### config.mk
export PLATFORM = sky130hd
export DESIGN_NAME = lnc_luma_noise_coring
export DESIGN_NICKNAME = d
export VERILOG_FILES = /design/src/design/lnc_pkg.sv /design/src/design/lnc_band_filter.sv /design/src/design/lnc_luma_noise_coring.sv /design/src/design/lnc_wb_regs.sv
export VERILOG_INCLUDE_DIRS = /design/src /design/src/design
export SDC_FILE = /design/constraint.sdc
export NUM_CORES = 1
export LEC_CHECK = 0
export ABC_AREA = 1
export BUFFER_PORTS_ARGS = -buffer_cell sky130_fd_sc_hd__buf_2
export CAP_MARGIN = 30
export CORE_ASPECT_RATIO = 1.4
export CORE_MARGIN = 10
export CORE_UTILIZATION = 60
export CTS_BUF_LIST = sky130_fd_sc_hd__clkbuf_2 sky130_fd_sc_hd__clkbuf_4 sky130_fd_sc_hd__clkbuf_8
export DETAILED_ROUTE_END_ITERATION = 8
export GPL_ROUTABILITY_DRIVEN = 0
export PLACE_DENSITY = 0.8
export SLEW_MARGIN = 20
export SYNTH_ARGS = -nofsm -noshare
export SYNTH_HDL_FRONTEND = slang
export SYNTH_SLANG_ARGS = --single-unit
### constraint.sdc
create_clock -name clk -period 21.3 [get_ports clk]
set_input_delay 4.26 -clock clk [delete_from_list [all_inputs] [get_ports clk]]
set_output_delay 4.26 -clock clk [all_outputs]
set_load 0.05 [all_outputs]
### src/design/lnc_map.svh
/*
 luma noise coring: register indices, field positions, reset values and fixed figures.
 assumes inclusion by bare name from design files; definitions only.
*/
`ifndef LNC_MAP_SVH
`define LNC_MAP_SVH

// register indices; byte address is four times the index
`define LNC_IDX_GAINS 10'h0a3
`define LNC_IDX_THR_BLOCK 10'h0a4
`define LNC_IDX_FILT_MODE 10'h0a5
`define LNC_IDX_STATUS 10'h0a6

// field positions
`define LNC_GAIN_BORDER_MSB 3
`define LNC_GAIN_BORDER_LSB 0
`define LNC_GAIN_DATA_MSB 7
`define LNC_GAIN_DATA_LSB 4
`define LNC_THR_MSB 5
`define LNC_THR_LSB 0
`define LNC_BORDER_WIDE_BIT 6
`define LNC_BLOCK_LARGE_BIT 7
`define LNC_FILT_SEL_MSB 2
`define LNC_FILT_SEL_LSB 0
`define LNC_SHARP_MODE_BIT 4
`define LNC_OFFSET_MSB 7
`define LNC_OFFSET_LSB 4

// reset values
`define LNC_RST_GAINS 8'h00
`define LNC_RST_THR_BLOCK 8'h00
`define LNC_RST_FILT_MODE 8'h00

// gain scaling: noise steps of 1/8 up to 1, sharpness steps of 1/16 up to 1/2
`define LNC_GAIN_MAX 4'h8
`define LNC_NOISE_SHIFT 3
`define LNC_SHARP_SHIFT 4

// block geometry in pixels, one pixel being two samples
`define LNC_BLOCK_SMALL 5'h08
`define LNC_BLOCK_LARGE 5'h10
`define LNC_HALF_NARROW 5'h01
`define LNC_HALF_WIDE 5'h02

// luma taps behind the centre tap, and largest luma value
`define LNC_CENTRE_LAG 11'h002
`define LNC_LUMA_MAX 8'hff

`endif

### src/design/lnc_pkg.sv
/*
 luma noise coring: shared types.
 assumes lnc_map.svh supplies the numeric constants.
*/
package lnc_pkg;

   typedef struct packed {
      logic [7:0] data;
      logic isLuma;
   } lnc_sample_t;

   typedef struct packed {
      logic [3:0] gainData;
      logic [3:0] gainBorder;
      logic blockLarge;
      logic borderWide;
      logic [5:0] thr;
      logic [3:0] offset;
      logic sharpMode;
      logic [2:0] filtSel;
   } lnc_cfg_t;

   typedef struct packed {
      logic [3:0] pos;
      logic border;
      logic altered;
   } lnc_status_t;

endpackage

### src/design/lnc_band_filter.sv
/*
 selectable band filter on five luma taps, centre at tap 2.
 assumes taps are presented as {newest ... oldest}; purely combinational.
*/
`timescale 1ns/1ps
module lnc_band_filter import lnc_pkg::*; (
   input wire logic [2:0] sel,
   input wire logic [39:0] taps,
   output logic signed [10:0] hp
);
   logic signed [11:0] t0, t1, t2, t3, t4;
   logic signed [11:0] acc;

   assign t0 = $signed({4'h0, taps[39:32]});
   assign t1 = $signed({4'h0, taps[31:24]});
   assign t2 = $signed({4'h0, taps[23:16]});
   assign t3 = $signed({4'h0, taps[15:8]});
   assign t4 = $signed({4'h0, taps[7:0]});

   // only the selected passband reaches coring or boosting
   always_comb begin
      case (sel)
         3'h0: acc = 12'((2 * t2 - t1 - t3) >>> 1);
         3'h1: acc = 12'(2 * t2 - t1 - t3);
         3'h2: acc = 12'((2 * t2 - t0 - t4) >>> 1);
         3'h3: acc = 12'(2 * t2 - t0 - t4);
         3'h4: acc = 12'((4 * t2 - t1 - t3 - t0 - t4) >>> 2);
         3'h5: acc = 12'((4 * t2 - t1 - t3 - t0 - t4) >>> 1);
         3'h6: acc = 12'(t2 - t3);
         default: acc = 12'((t3 - t1) >>> 1);
      endcase
   end

   assign hp = acc[10:0];
endmodule

### src/design/lnc_luma_noise_coring.sv
/*
 luma noise coring stage: band filter on luma, threshold compare, coring or boosting with
 separate gains at block borders and inside blocks; chroma passes untouched.
 assumes an interleaved 4:2:2 sample stream marked by inValid, one sample per valid
 cycle, two samples per pixel, lineStart flagging the first sample of each line.
*/
`timescale 1ns/1ps
`include "lnc_map.svh"
module lnc_luma_noise_coring import lnc_pkg::*; #(
   parameter int CNT_W = 11,
   parameter int DEPTH = 4
) (
   input wire logic clk,
   input wire logic rst_n,
   input wire logic ce,
   input wire logic wb_cyc_i,
   input wire logic wb_stb_i,
   input wire logic wb_we_i,
   input wire logic [11:0] wb_adr_i,
   input wire logic [31:0] wb_dat_i,
   input wire logic [3:0] wb_sel_i,
   output logic [31:0] wb_dat_o,
   output logic wb_ack_o,
   input wire lnc_sample_t inSample,
   input wire logic inValid,
   input wire logic lineStart,
   output lnc_sample_t outSample,
   output logic outValid
);
   lnc_cfg_t cfg;
   lnc_status_t status;
   lnc_sample_t dly [DEPTH];
   logic [7:0] lumaHist [DEPTH];
   logic [CNT_W-1:0] lumaCnt, curIdx, centreIdx;
   logic [4:0] blockSize, half, pos;
   logic border;
   logic [3:0] gainSel, factor;
   logic signed [10:0] hp;
   logic [10:0] absHp;
   logic signed [15:0] prod, delta, sum;
   logic apply, takeLuma;
   logic [7:0] centre, next_luma;

   lnc_wb_regs u_regs (
      .clk(clk),
      .rst_n(rst_n),
      .ce(ce),
      .wb_cyc_i(wb_cyc_i),
      .wb_stb_i(wb_stb_i),
      .wb_we_i(wb_we_i),
      .wb_adr_i(wb_adr_i),
      .wb_dat_i(wb_dat_i),
      .wb_sel_i(wb_sel_i),
      .wb_dat_o(wb_dat_o),
      .wb_ack_o(wb_ack_o),
      .status(status),
      .cfg(cfg)
   );

   // taps: incoming luma plus four earlier ones; centre is two lumas back
   lnc_band_filter u_filt (
      .sel(cfg.filtSel),
      .taps({inSample.data, lumaHist[0], lumaHist[1], lumaHist[2], lumaHist[3]}),
      .hp(hp)
   );

   assign takeLuma = ce && inValid && inSample.isLuma;
   assign centre = lumaHist[1];

   // sample delay line, same depth for chroma and luma so latency never varies
   generate
      for (genvar i = 0; i < DEPTH; i++) begin : g_dly
         always_ff @(posedge clk or negedge rst_n) begin
            if (!rst_n) begin
               dly[i] <= '0;
               lumaHist[i] <= 8'h00;
            end else begin
               if (ce && inValid) begin
                  dly[i] <= (i == 0) ? inSample : dly[(i == 0) ? 0 : i - 1];
               end
               if (takeLuma) begin
                  lumaHist[i] <= (i == 0) ? inSample.data : lumaHist[(i == 0) ? 0 : i - 1];
               end
            end
         end
      end
   endgenerate

   // pixel index within the line, counted once per luma, i.e. per two samples
   assign curIdx = lineStart ? '0 : lumaCnt;

   always_ff @(posedge clk or negedge rst_n) begin
      if (!rst_n) begin
         lumaCnt <= '0;
      end else if (ce && inValid) begin
         if (inSample.isLuma) begin
            lumaCnt <= curIdx + 1'b1;
         end else if (lineStart) begin
            lumaCnt <= '0;
         end
      end
   end

   // block position of the centre pixel, data shifted by the offset
   assign centreIdx = curIdx - `LNC_CENTRE_LAG;
   assign blockSize = cfg.blockLarge ? `LNC_BLOCK_LARGE : `LNC_BLOCK_SMALL;
   assign half = cfg.borderWide ? `LNC_HALF_WIDE : `LNC_HALF_NARROW;
   assign pos = (centreIdx[4:0] + {1'b0, cfg.offset}) & (blockSize - 5'h01);
   assign border = (pos < half) || (pos >= blockSize - half);
   assign gainSel = border ? cfg.gainBorder : cfg.gainData;

   // codes above the top step saturate at 1 (noise) or 1/2 (sharpness)
   assign factor = (gainSel > `LNC_GAIN_MAX) ? `LNC_GAIN_MAX : gainSel;
   assign absHp = hp[10] ? 11'(-hp) : hp;
   assign prod = 16'(hp * $signed({1'b0, factor}));

   always_comb begin
      if (cfg.sharpMode) begin
         delta = prod >>> `LNC_SHARP_SHIFT;
         apply = absHp > {5'h00, cfg.thr};
         sum = $signed({8'h00, centre}) + delta;
      end else begin
         delta = prod >>> `LNC_NOISE_SHIFT;
         apply = absHp < {5'h00, cfg.thr};
         sum = $signed({8'h00, centre}) - delta;
      end
      if (!apply || factor == 4'h0) begin
         next_luma = centre;
      end else if (sum < 0) begin
         next_luma = 8'h00;
      end else if (sum > $signed({8'h00, `LNC_LUMA_MAX})) begin
         next_luma = `LNC_LUMA_MAX;
      end else begin
         next_luma = sum[7:0];
      end
   end

   // output register: luma replaced, chroma copied from the tail
   always_ff @(posedge clk or negedge rst_n) begin
      if (!rst_n) begin
         outSample <= '0;
         outValid <= 1'b0;
      end else if (ce) begin
         outValid <= inValid;
         if (inValid) begin
            outSample.isLuma <= dly[DEPTH-1].isLuma;
            outSample.data <= dly[DEPTH-1].isLuma && takeLuma ? next_luma
                              : dly[DEPTH-1].data;
         end
      end
   end

   always_ff @(posedge clk or negedge rst_n) begin
      if (!rst_n) begin
         status <= '0;
      end else if (takeLuma) begin
         status.pos <= pos[3:0];
         status.border <= border;
         status.altered <= next_luma != centre;
      end
   end
endmodule

### src/design/lnc_wb_regs.sv
/*
 classic wishbone slave holding the three coring registers and a status word.
 assumes 32-bit data, word-aligned byte addresses, one master, one clock.
*/
`timescale 1ns/1ps
`include "lnc_map.svh"
module lnc_wb_regs import lnc_pkg::*; (
   input wire logic clk,
   input wire logic rst_n,
   input wire logic ce,
   input wire logic wb_cyc_i,
   input wire logic wb_stb_i,
   input wire logic wb_we_i,
   input wire logic [11:0] wb_adr_i,
   input wire logic [31:0] wb_dat_i,
   input wire logic [3:0] wb_sel_i,
   output logic [31:0] wb_dat_o,
   output logic wb_ack_o,
   input wire lnc_status_t status,
   output lnc_cfg_t cfg
);
   logic [7:0] gains, thrBlock, filtMode;
   logic req;

   assign req = wb_cyc_i && wb_stb_i && !wb_ack_o;

   always_ff @(posedge clk or negedge rst_n) begin
      if (!rst_n) begin
         wb_ack_o <= 1'b0;
      end else if (ce) begin
         wb_ack_o <= req;
      end
   end

   always_ff @(posedge clk or negedge rst_n) begin
      if (!rst_n) begin
         gains <= `LNC_RST_GAINS;
         thrBlock <= `LNC_RST_THR_BLOCK;
         filtMode <= `LNC_RST_FILT_MODE;
      end else if (ce && req && wb_we_i && wb_sel_i[0]) begin
         case (wb_adr_i[11:2])
            `LNC_IDX_GAINS: gains <= wb_dat_i[7:0];
            `LNC_IDX_THR_BLOCK: thrBlock <= wb_dat_i[7:0];
            `LNC_IDX_FILT_MODE: filtMode <= wb_dat_i[7:0];
            default: ;
         endcase
      end
   end

   always_ff @(posedge clk or negedge rst_n) begin
      if (!rst_n) begin
         wb_dat_o <= 32'h0000_0000;
      end else if (ce && req) begin
         case (wb_adr_i[11:2])
            `LNC_IDX_GAINS: wb_dat_o <= {24'h00_0000, gains};
            `LNC_IDX_THR_BLOCK: wb_dat_o <= {24'h00_0000, thrBlock};
            `LNC_IDX_FILT_MODE: wb_dat_o <= {24'h00_0000, filtMode};
            `LNC_IDX_STATUS: wb_dat_o <= {26'h000_0000, status};
            default: wb_dat_o <= 32'h0000_0000;
         endcase
      end
   end

   always_comb begin
      cfg.gainBorder = gains[`LNC_GAIN_BORDER_MSB:`LNC_GAIN_BORDER_LSB];
      cfg.gainData = gains[`LNC_GAIN_DATA_MSB:`LNC_GAIN_DATA_LSB];
      cfg.thr = thrBlock[`LNC_THR_MSB:`LNC_THR_LSB];
      cfg.borderWide = thrBlock[`LNC_BORDER_WIDE_BIT];
      cfg.blockLarge = thrBlock[`LNC_BLOCK_LARGE_BIT];
      cfg.filtSel = filtMode[`LNC_FILT_SEL_MSB:`LNC_FILT_SEL_LSB];
      cfg.sharpMode = filtMode[`LNC_SHARP_MODE_BIT];
      cfg.offset = filtMode[`LNC_OFFSET_MSB:`LNC_OFFSET_LSB];
   end
endmodule

==> qor.csv, run 1 <==
stage,metric,value,unit
outcome,status,finished clean,
synth,ys_seq_area_frac,0.233,
cells_and_area,final_common_cell,nand2_1,
clock_network,hold_buffers,0,
floorplan,rows,63,
cells_and_area,drive_above_1_share,0.0714,
timing,rsz0062_at_grt,false,
timing,setup_tns,0,ns
critical_path,critPathCaptureType,register,
global_routing,antenna_found_initial,0,
floorplan,die_w,144,um
timing,drv_slew,0,
synth,yosys_warnings,0,
synth,synthCells,1939,
timing,fmax,78.8,MHz
detailed_routing,vias_per_cell,5.64,
critical_path,required,21.65,ns
cells_and_area,area_growth,6.64,%
timing,hold_viol,0,
clock_network,cts_resized,0,
timing,worstMarginPinSlew,0.779,ns
timing,slew_headroom,0.481,
clock_network,clk_pin_slew,0.08,ns
power,power,0.00190,W
floorplan,start_util,0.610,
detailed_routing,via_count,12800,
critical_path,worst_ep_arrival_time,13.04,ns
clock_network,clock_latency,0.46,ns
critical_path,cpPeakStageDelay,0.54,ns
synth,synthesis.area,0.0130,mm2
detailed_routing,routed_wl,36000,um
synth,synth_seq_cells,121,
flow_run,maxCapViolCount,0,
clock_network,cts_tree,done,
clock_network,h-tree-depth,4,
critical_path,path_max_fanout,12,
clock_network,post-cts-setup-buffer-count,0,
critical_path,critPathSlowestCell,fa_1,
global_routing,grt_pass1_vias,12500,
global_routing,grt.total_usage,0.258,
timing,period_needed,12.69,ns
power,p_leak,7.74,nW
placement,hpwl,28700,um
detailed_routing,dr.pass1.iters,6,
timing,finalClockSkew,0.0173,ns
clock_network,numCtsBuffers,17,
hold_path,hold_class,reg -> reg,
global_routing,grt_max_degree,55,
global_routing,grt_overflow,0,
synth,avgSynthCellArea,6.70,um2
detailed_routing,drtIter0Drc,977,
power,power_density,137,mW/mm2
critical_path,cpMostUsedCell,nand2_1,
cells_and_area,fin_nets,2225,
floorplan,fp.coreArea,0.0213,mm2
clock_network,clock_sink_count,121,
timing,setup_violations,0,
clock_network,cts_root_buf,clkbuf_8,
synth,synthArstFlopShare,1.00,
detailed_routing,drc,0,
synth,ys.flop_type,dfrtp_1,
detailed_routing,ant_nets,0,
power,vdd_drop_max,0.000165,V
floorplan,pin_count,108,
clock_network,ctsLongestPathBuffers,2,
floorplan,die_height,194,um
synth,ys_types,46,
global_routing,grt_pass1_wl,59000,um
timing,finalCritPeriodShare,0.596,
critical_path,start_kind,input pin,
cells_and_area,diodes,0,
cells_and_area,final_cell_mix,"nand2_1, inv_1, nand3_1",
detailed_routing,wl_per_cell,15.9,um
critical_path,critPathKind,in -> reg,
cells_and_area,n_fill_cell,1925,
placement,io_buffers,54,
floorplan,dieArea,0.0280,mm2
synth,synth_edf_count,0,
logic make-up after synthesis:
family,Yosys count,synth area share
buffers and inverters,414,0.127
flip-flops,121,0.233
AO/OA/AOI/OAI,277,0.118
AND/OR/NAND/NOR,910,0.299
XOR/XNOR,45,0.0303
adder cells (fa/ha/maj),171,0.192
other,1,0.000289
critical path: cells and delay by family:
kind	cells	cell delay, ns
buf+inv	11	0.74
compound gates	4	0.80
simple gates	32	4.08
xor+xnor	1	0.34
fa+ha+maj	8	2.79
report_power, final:
part           switching [W]  internal [W]
logic               0.000917      0.000476
registers          0.0000376      0.000260
clock network       0.000115     0.0000993
total                0.00107      0.000835
cell type report:
| type | instances | area, um2 | share of cell area |
|---|---|---|---|
| Clock buffer | 17 | 234 | 0.0169 |
| Clock inverter | 15 | 169 | 0.0122 |
| Inverter | 363 | 1360 | 0.0984 |
| Multi-Input combinational cell | 1427 | 8400 | 0.606 |
| Sequential cell | 121 | 3030 | 0.219 |
| Tap cell | 260 | 325 | 0.0235 |
| Timing Repair Buffer | 59 | 335 | 0.0242 |
metal layers:
layer | vias to the layer above | track usage | part of all wire | wire length, um
li1 | 6221 | - | - | -
met1 | 5920 | 0.291 | 0.38 | 13700
met2 | 473 | 0.448 | 0.50 | 18000
met3 | 150 | 0.0353 | 0.058 | 2090
met4 | 0 | 0.150 | 0.060 | 2170
met5 | - | 0 | 0 | 0
stage by stage:
step	hold WS (ns)	instance area (um2)	setup WS, ns	util	instances
detailed placement	0.452	13400	8.23	0.632	2230
floorplan	0.442	13100	9.75	-	1962
global route	0.496	13800	7.74	0.651	2262
finish	0.474	13800	8.61	0.651	2262
CTS	0.471	13800	8.68	0.651	2262
global placement	0.450	13400	8.50	0.630	2228
worst paths after layout:
check	startpoint	to	slack, ns	cells after the start
min in group asynchronous	rst_n	u_regs.wb_dat_o[3]$_DFFE_PN0P_	3.77	1
setup / recovery	lineStart	status[0]$_DFFE_PN0P_	8.61	56
max in group asynchronous	rst_n	centre[2]$_DFFE_PN0P_	16.34	3
hold / removal	outSample[7]$_DFFE_PN0P_	outSample[7]$_DFFE_PN0P_	0.47	2
hold reg to reg	outSample[7]$_DFFE_PN0P_	outSample[7]$_DFFE_PN0P_	0.47	2
setup reg to reg	centre[0]$_DFFE_PN0P_	status[0]$_DFFE_PN0P_	11.82	49
state kept, by name, indices dropped and copies added (netlist names):
signal           cells
u_regs.gains         8
u_regs.wb_ack_o      1
lumaCnt              4
outValid             1
status               6
centre               8
u_regs.wb_dat_o      8
outSample            9
dly                 36
u_regs.filtMode      8
u_regs.thrBlock      8
lumaHist            24
cell usage after synthesis, types with 2 or more instances:
library cell | instances | area (um2)
nand2_1 | 519 | 1950
inv_1 | 349 | 1310
nand3_1 | 149 | 746
nor2_1 | 144 | 541
o21ai_0 | 141 | 706
ha_1 | 124 | 1550
dfrtp_1 | 121 | 3030
a21oi_1 | 83 | 415
fa_1 | 47 | 941
xor2_1 | 31 | 272
clkbuf_1 | 25 | 93.8
nand4_1 | 25 | 156
buf_4 | 24 | 180
nor3_1 | 16 | 80.1
nand3b_1 | 15 | 113
nand2_2 | 14 | 87.6
xnor2_1 | 14 | 123
inv_2 | 13 | 48.8
o22ai_1 | 10 | 62.6
or2_2 | 8 | 50.1
o211a_1 | 6 | 60.1
o21bai_1 | 6 | 45.0
a31oi_1 | 5 | 31.3
nor2_2 | 5 | 31.3
nor2_4 | 5 | 56.3
o21a_1 | 5 | 37.5
o31ai_1 | 4 | 30.0
a21o_1 | 3 | 22.5
nand3_2 | 3 | 30.0
o211ai_1 | 3 | 22.5
a211oi_1 | 2 | 15.0
a22o_1 | 2 | 17.5
a32oi_1 | 2 | 17.5
and3_1 | 2 | 12.5
nor4_1 | 2 | 12.5
o221ai_1 | 2 | 17.5
Power figures use the tool's default switching activity.
==> inputs of run 2 (changes only) <==
CORE_UTILIZATION = 57   (was 60)
clock period = 10.6 ns   (was 21.3 ns; I/O delays follow)
==> run 2 against run 1 <==
  * Count of clock-buffer cells in the layout unchanged
  * Setup slack lost 8.0 ns
  * Via count hardly changed
  * Die area is 4.6% higher
  * First-iteration DRC count fell by 5.2%
  * Clock power up 99%
  * Final cell count up 2.3%
  * Cell area is 1.6% higher
  * Critical path type unchanged
  * Highest routed layer unchanged
==> qor.csv, run 2 (synthesized netlist as in run 1, its figures left out) <==
stage,metric,value,unit
timing,worstMarginPinSlew,0.762,ns
floorplan,die_w,148,um
critical_path,reg2reg_to,status[0]$_DFFE_PN0P_,
timing,hold_viol,0,
detailed_routing,drc,0,
global_routing,grt_pass1_wl,58600,um
critical_path,rrSetupSlack,1.25,ns
critical_path,cpMostUsedCell,nand2_1,
power,p_leak,7.81,nW
outcome,status,finished clean,
cells_and_area,area_growth,8.36,%
critical_path,reg2regPathDepth,52,
placement,place_area,0.0136,mm2
timing,setup_violations,0,
cells_and_area,final_cell_mix,"nand2_1, inv_1, nand3_1",
flow_run,maxCapViolCount,0,
clock_network,clk_pin_slew,0.09,ns
critical_path,cpPeakStageDelay,0.53,ns
placement,hpwl,29200,um
clock_network,numCtsBuffers,17,
critical_path,critPathTopFamily,simple AND/OR/NAND/NOR gates,
global_routing,antenna_found_initial,0,
detailed_routing,via_count,12800,
clock_network,h-tree-depth,4,
detailed_routing,vias_per_cell,5.51,
cells_and_area,top_regs,"dly x36, lumaHist x24, outSample x9",
clock_network,hold_buffers,0,
detailed_routing,ant_nets,0,
global_routing,grt_overflow,0,
critical_path,critPathSlowestCell,fa_1,
cells_and_area,final_area,0.0141,mm2
detailed_routing,routed_wl,36500,um
clock_network,cts_root_buf,clkbuf_8,
floorplan,pin_count,108,
critical_path,start_kind,input pin,
global_routing,grt.total_usage,0.245,
clock_network,clock_latency,0.45,ns
power,power_density,277,mW/mm2
critical_path,required,10.94,ns
critical_path,cp.depth,54,
timing,fmax,99.9,MHz
timing,slew_headroom,0.490,
timing,drv_slew,0,
critical_path,cp.buffers_inverters,7,
clock_network,ctsLongestPathBuffers,2,
critical_path,critPathCaptureType,register,
floorplan,fp.coreArea,0.0225,mm2
global_routing,grt_pass1_vias,12400,
timing,period_needed,10.01,ns
cells_and_area,diodes,0,
critical_path,path_max_fanout,8,
critical_path,worst_ep_arrival_time,10.34,ns
cells_and_area,final_common_cell,nand2_1,
placement,io_buffers,54,
critical_path,cp-startpoint,inSample[1],
cells_and_area,final_util,0.625,
floorplan,die_height,199,um
global_routing,grt_max_degree,78,
critical_path,endpoint,status[0]$_DFFE_PN0P_,
clock_network,cts_tree,done,
cells_and_area,largest-register,dly,
floorplan,start_util,0.577,
cells_and_area,drive_above_1_share,0.0829,
cells_and_area,fin_nets,2237,
timing,setup_tns,0,ns
timing,finalClockSkew,0.0193,ns
floorplan,rows,65,
detailed_routing,wl_per_cell,15.8,um
timing,finalCritPeriodShare,0.944,
detailed_routing,drtIter0Drc,926,
floorplan,dieArea,0.0293,mm2
hold_path,min-delay-start,outSample[4]$_DFFE_PN0P_,
clock_network,clock_sink_count,121,
detailed_routing,dr.pass1.iters,8,
hold_path,hold_class,reg -> reg,
critical_path,critPathKind,in -> reg,
critical_path,r2r_start,centre[0]$_DFFE_PN0P_,
cells_and_area,largest_register_ffs,36,
power,vdd_drop_max,0.000281,V
## run 2: changes by cell type in the layout (fill, tap and decap cells not counted), sizes merged
cell | previous run | this run
buf | 59 | 71
clkinvlp | 1 | 2
clkinv | 3 | 1
inv | 373 | 374
## run 2: tightest hold or removal path: cells and delay by family (launching register included)
kind            cells  cell delay (ns)
compound gates      1             0.06
buf+inv             1             0.04
flops               1             0.35
## run 2: where the power goes
part           leakage [nW]  internal (W)  switching [W]
Sequential             1.59      0.000522      0.0000753
Combinational          6.02      0.000978        0.00190
Clock                 0.202      0.000200       0.000227
## run 2: worst min path at each step
| stage | to | slack [ns] | cells past startpoint |
|---|---|---|---|
| final | outSample[4]$_DFFE_PN0P_ | 0.47 | 2 |
| after global routing | outSample[6]$_DFFE_PN0P_ | 0.50 | 2 |
| after CTS | outSample[3]$_DFFE_PN0P_ | 0.48 | 2 |
| after detailed placement | dly[5]$_DFFE_PN0P_ | 0.46 | 2 |
| after global placement | dly[6]$_DFFE_PN0P_ | 0.45 | 2 |
| after floorplan | dly[1]$_DFFE_PN0P_ | 0.44 | 2 |
## run 2: final cells by class
type	count	area, um2
Fill cell	2027	8450
Clock buffer	17	234
Timing Repair Buffer	71	453
Sequential cell	121	3030
Clock inverter	15	168
Tap cell	301	377
Multi-Input combinational cell	1427	8450
Inverter	363	1360
## run 2: stage by stage
stage               hold slack (ns)  worst slack [ns]  total power (W)  instances
floorplan                     0.442              1.19          0.00269       1962
global placement              0.451             0.246          0.00332       2279
detailed placement            0.455             0.116          0.00339       2281
CTS                           0.477             0.515          0.00383       2313
global route                  0.502           -0.0114          0.00428       2315
finish                        0.473             0.594          0.00390       2315
## run 2: what timing repair did
item                                    CTS  global route
gates resized for setup                   0            16
endpoints found under the setup margin    0             9
setup buffers                             0             1
## run 2: routing by layer
metal  vias up  track usage  routed length [um]
met4         0        0.148                2450
met3       150       0.0282                1630
li1       6246            -                   -
met2       438        0.445               18800
met1      5921        0.269               13600
met5         -            0                   0
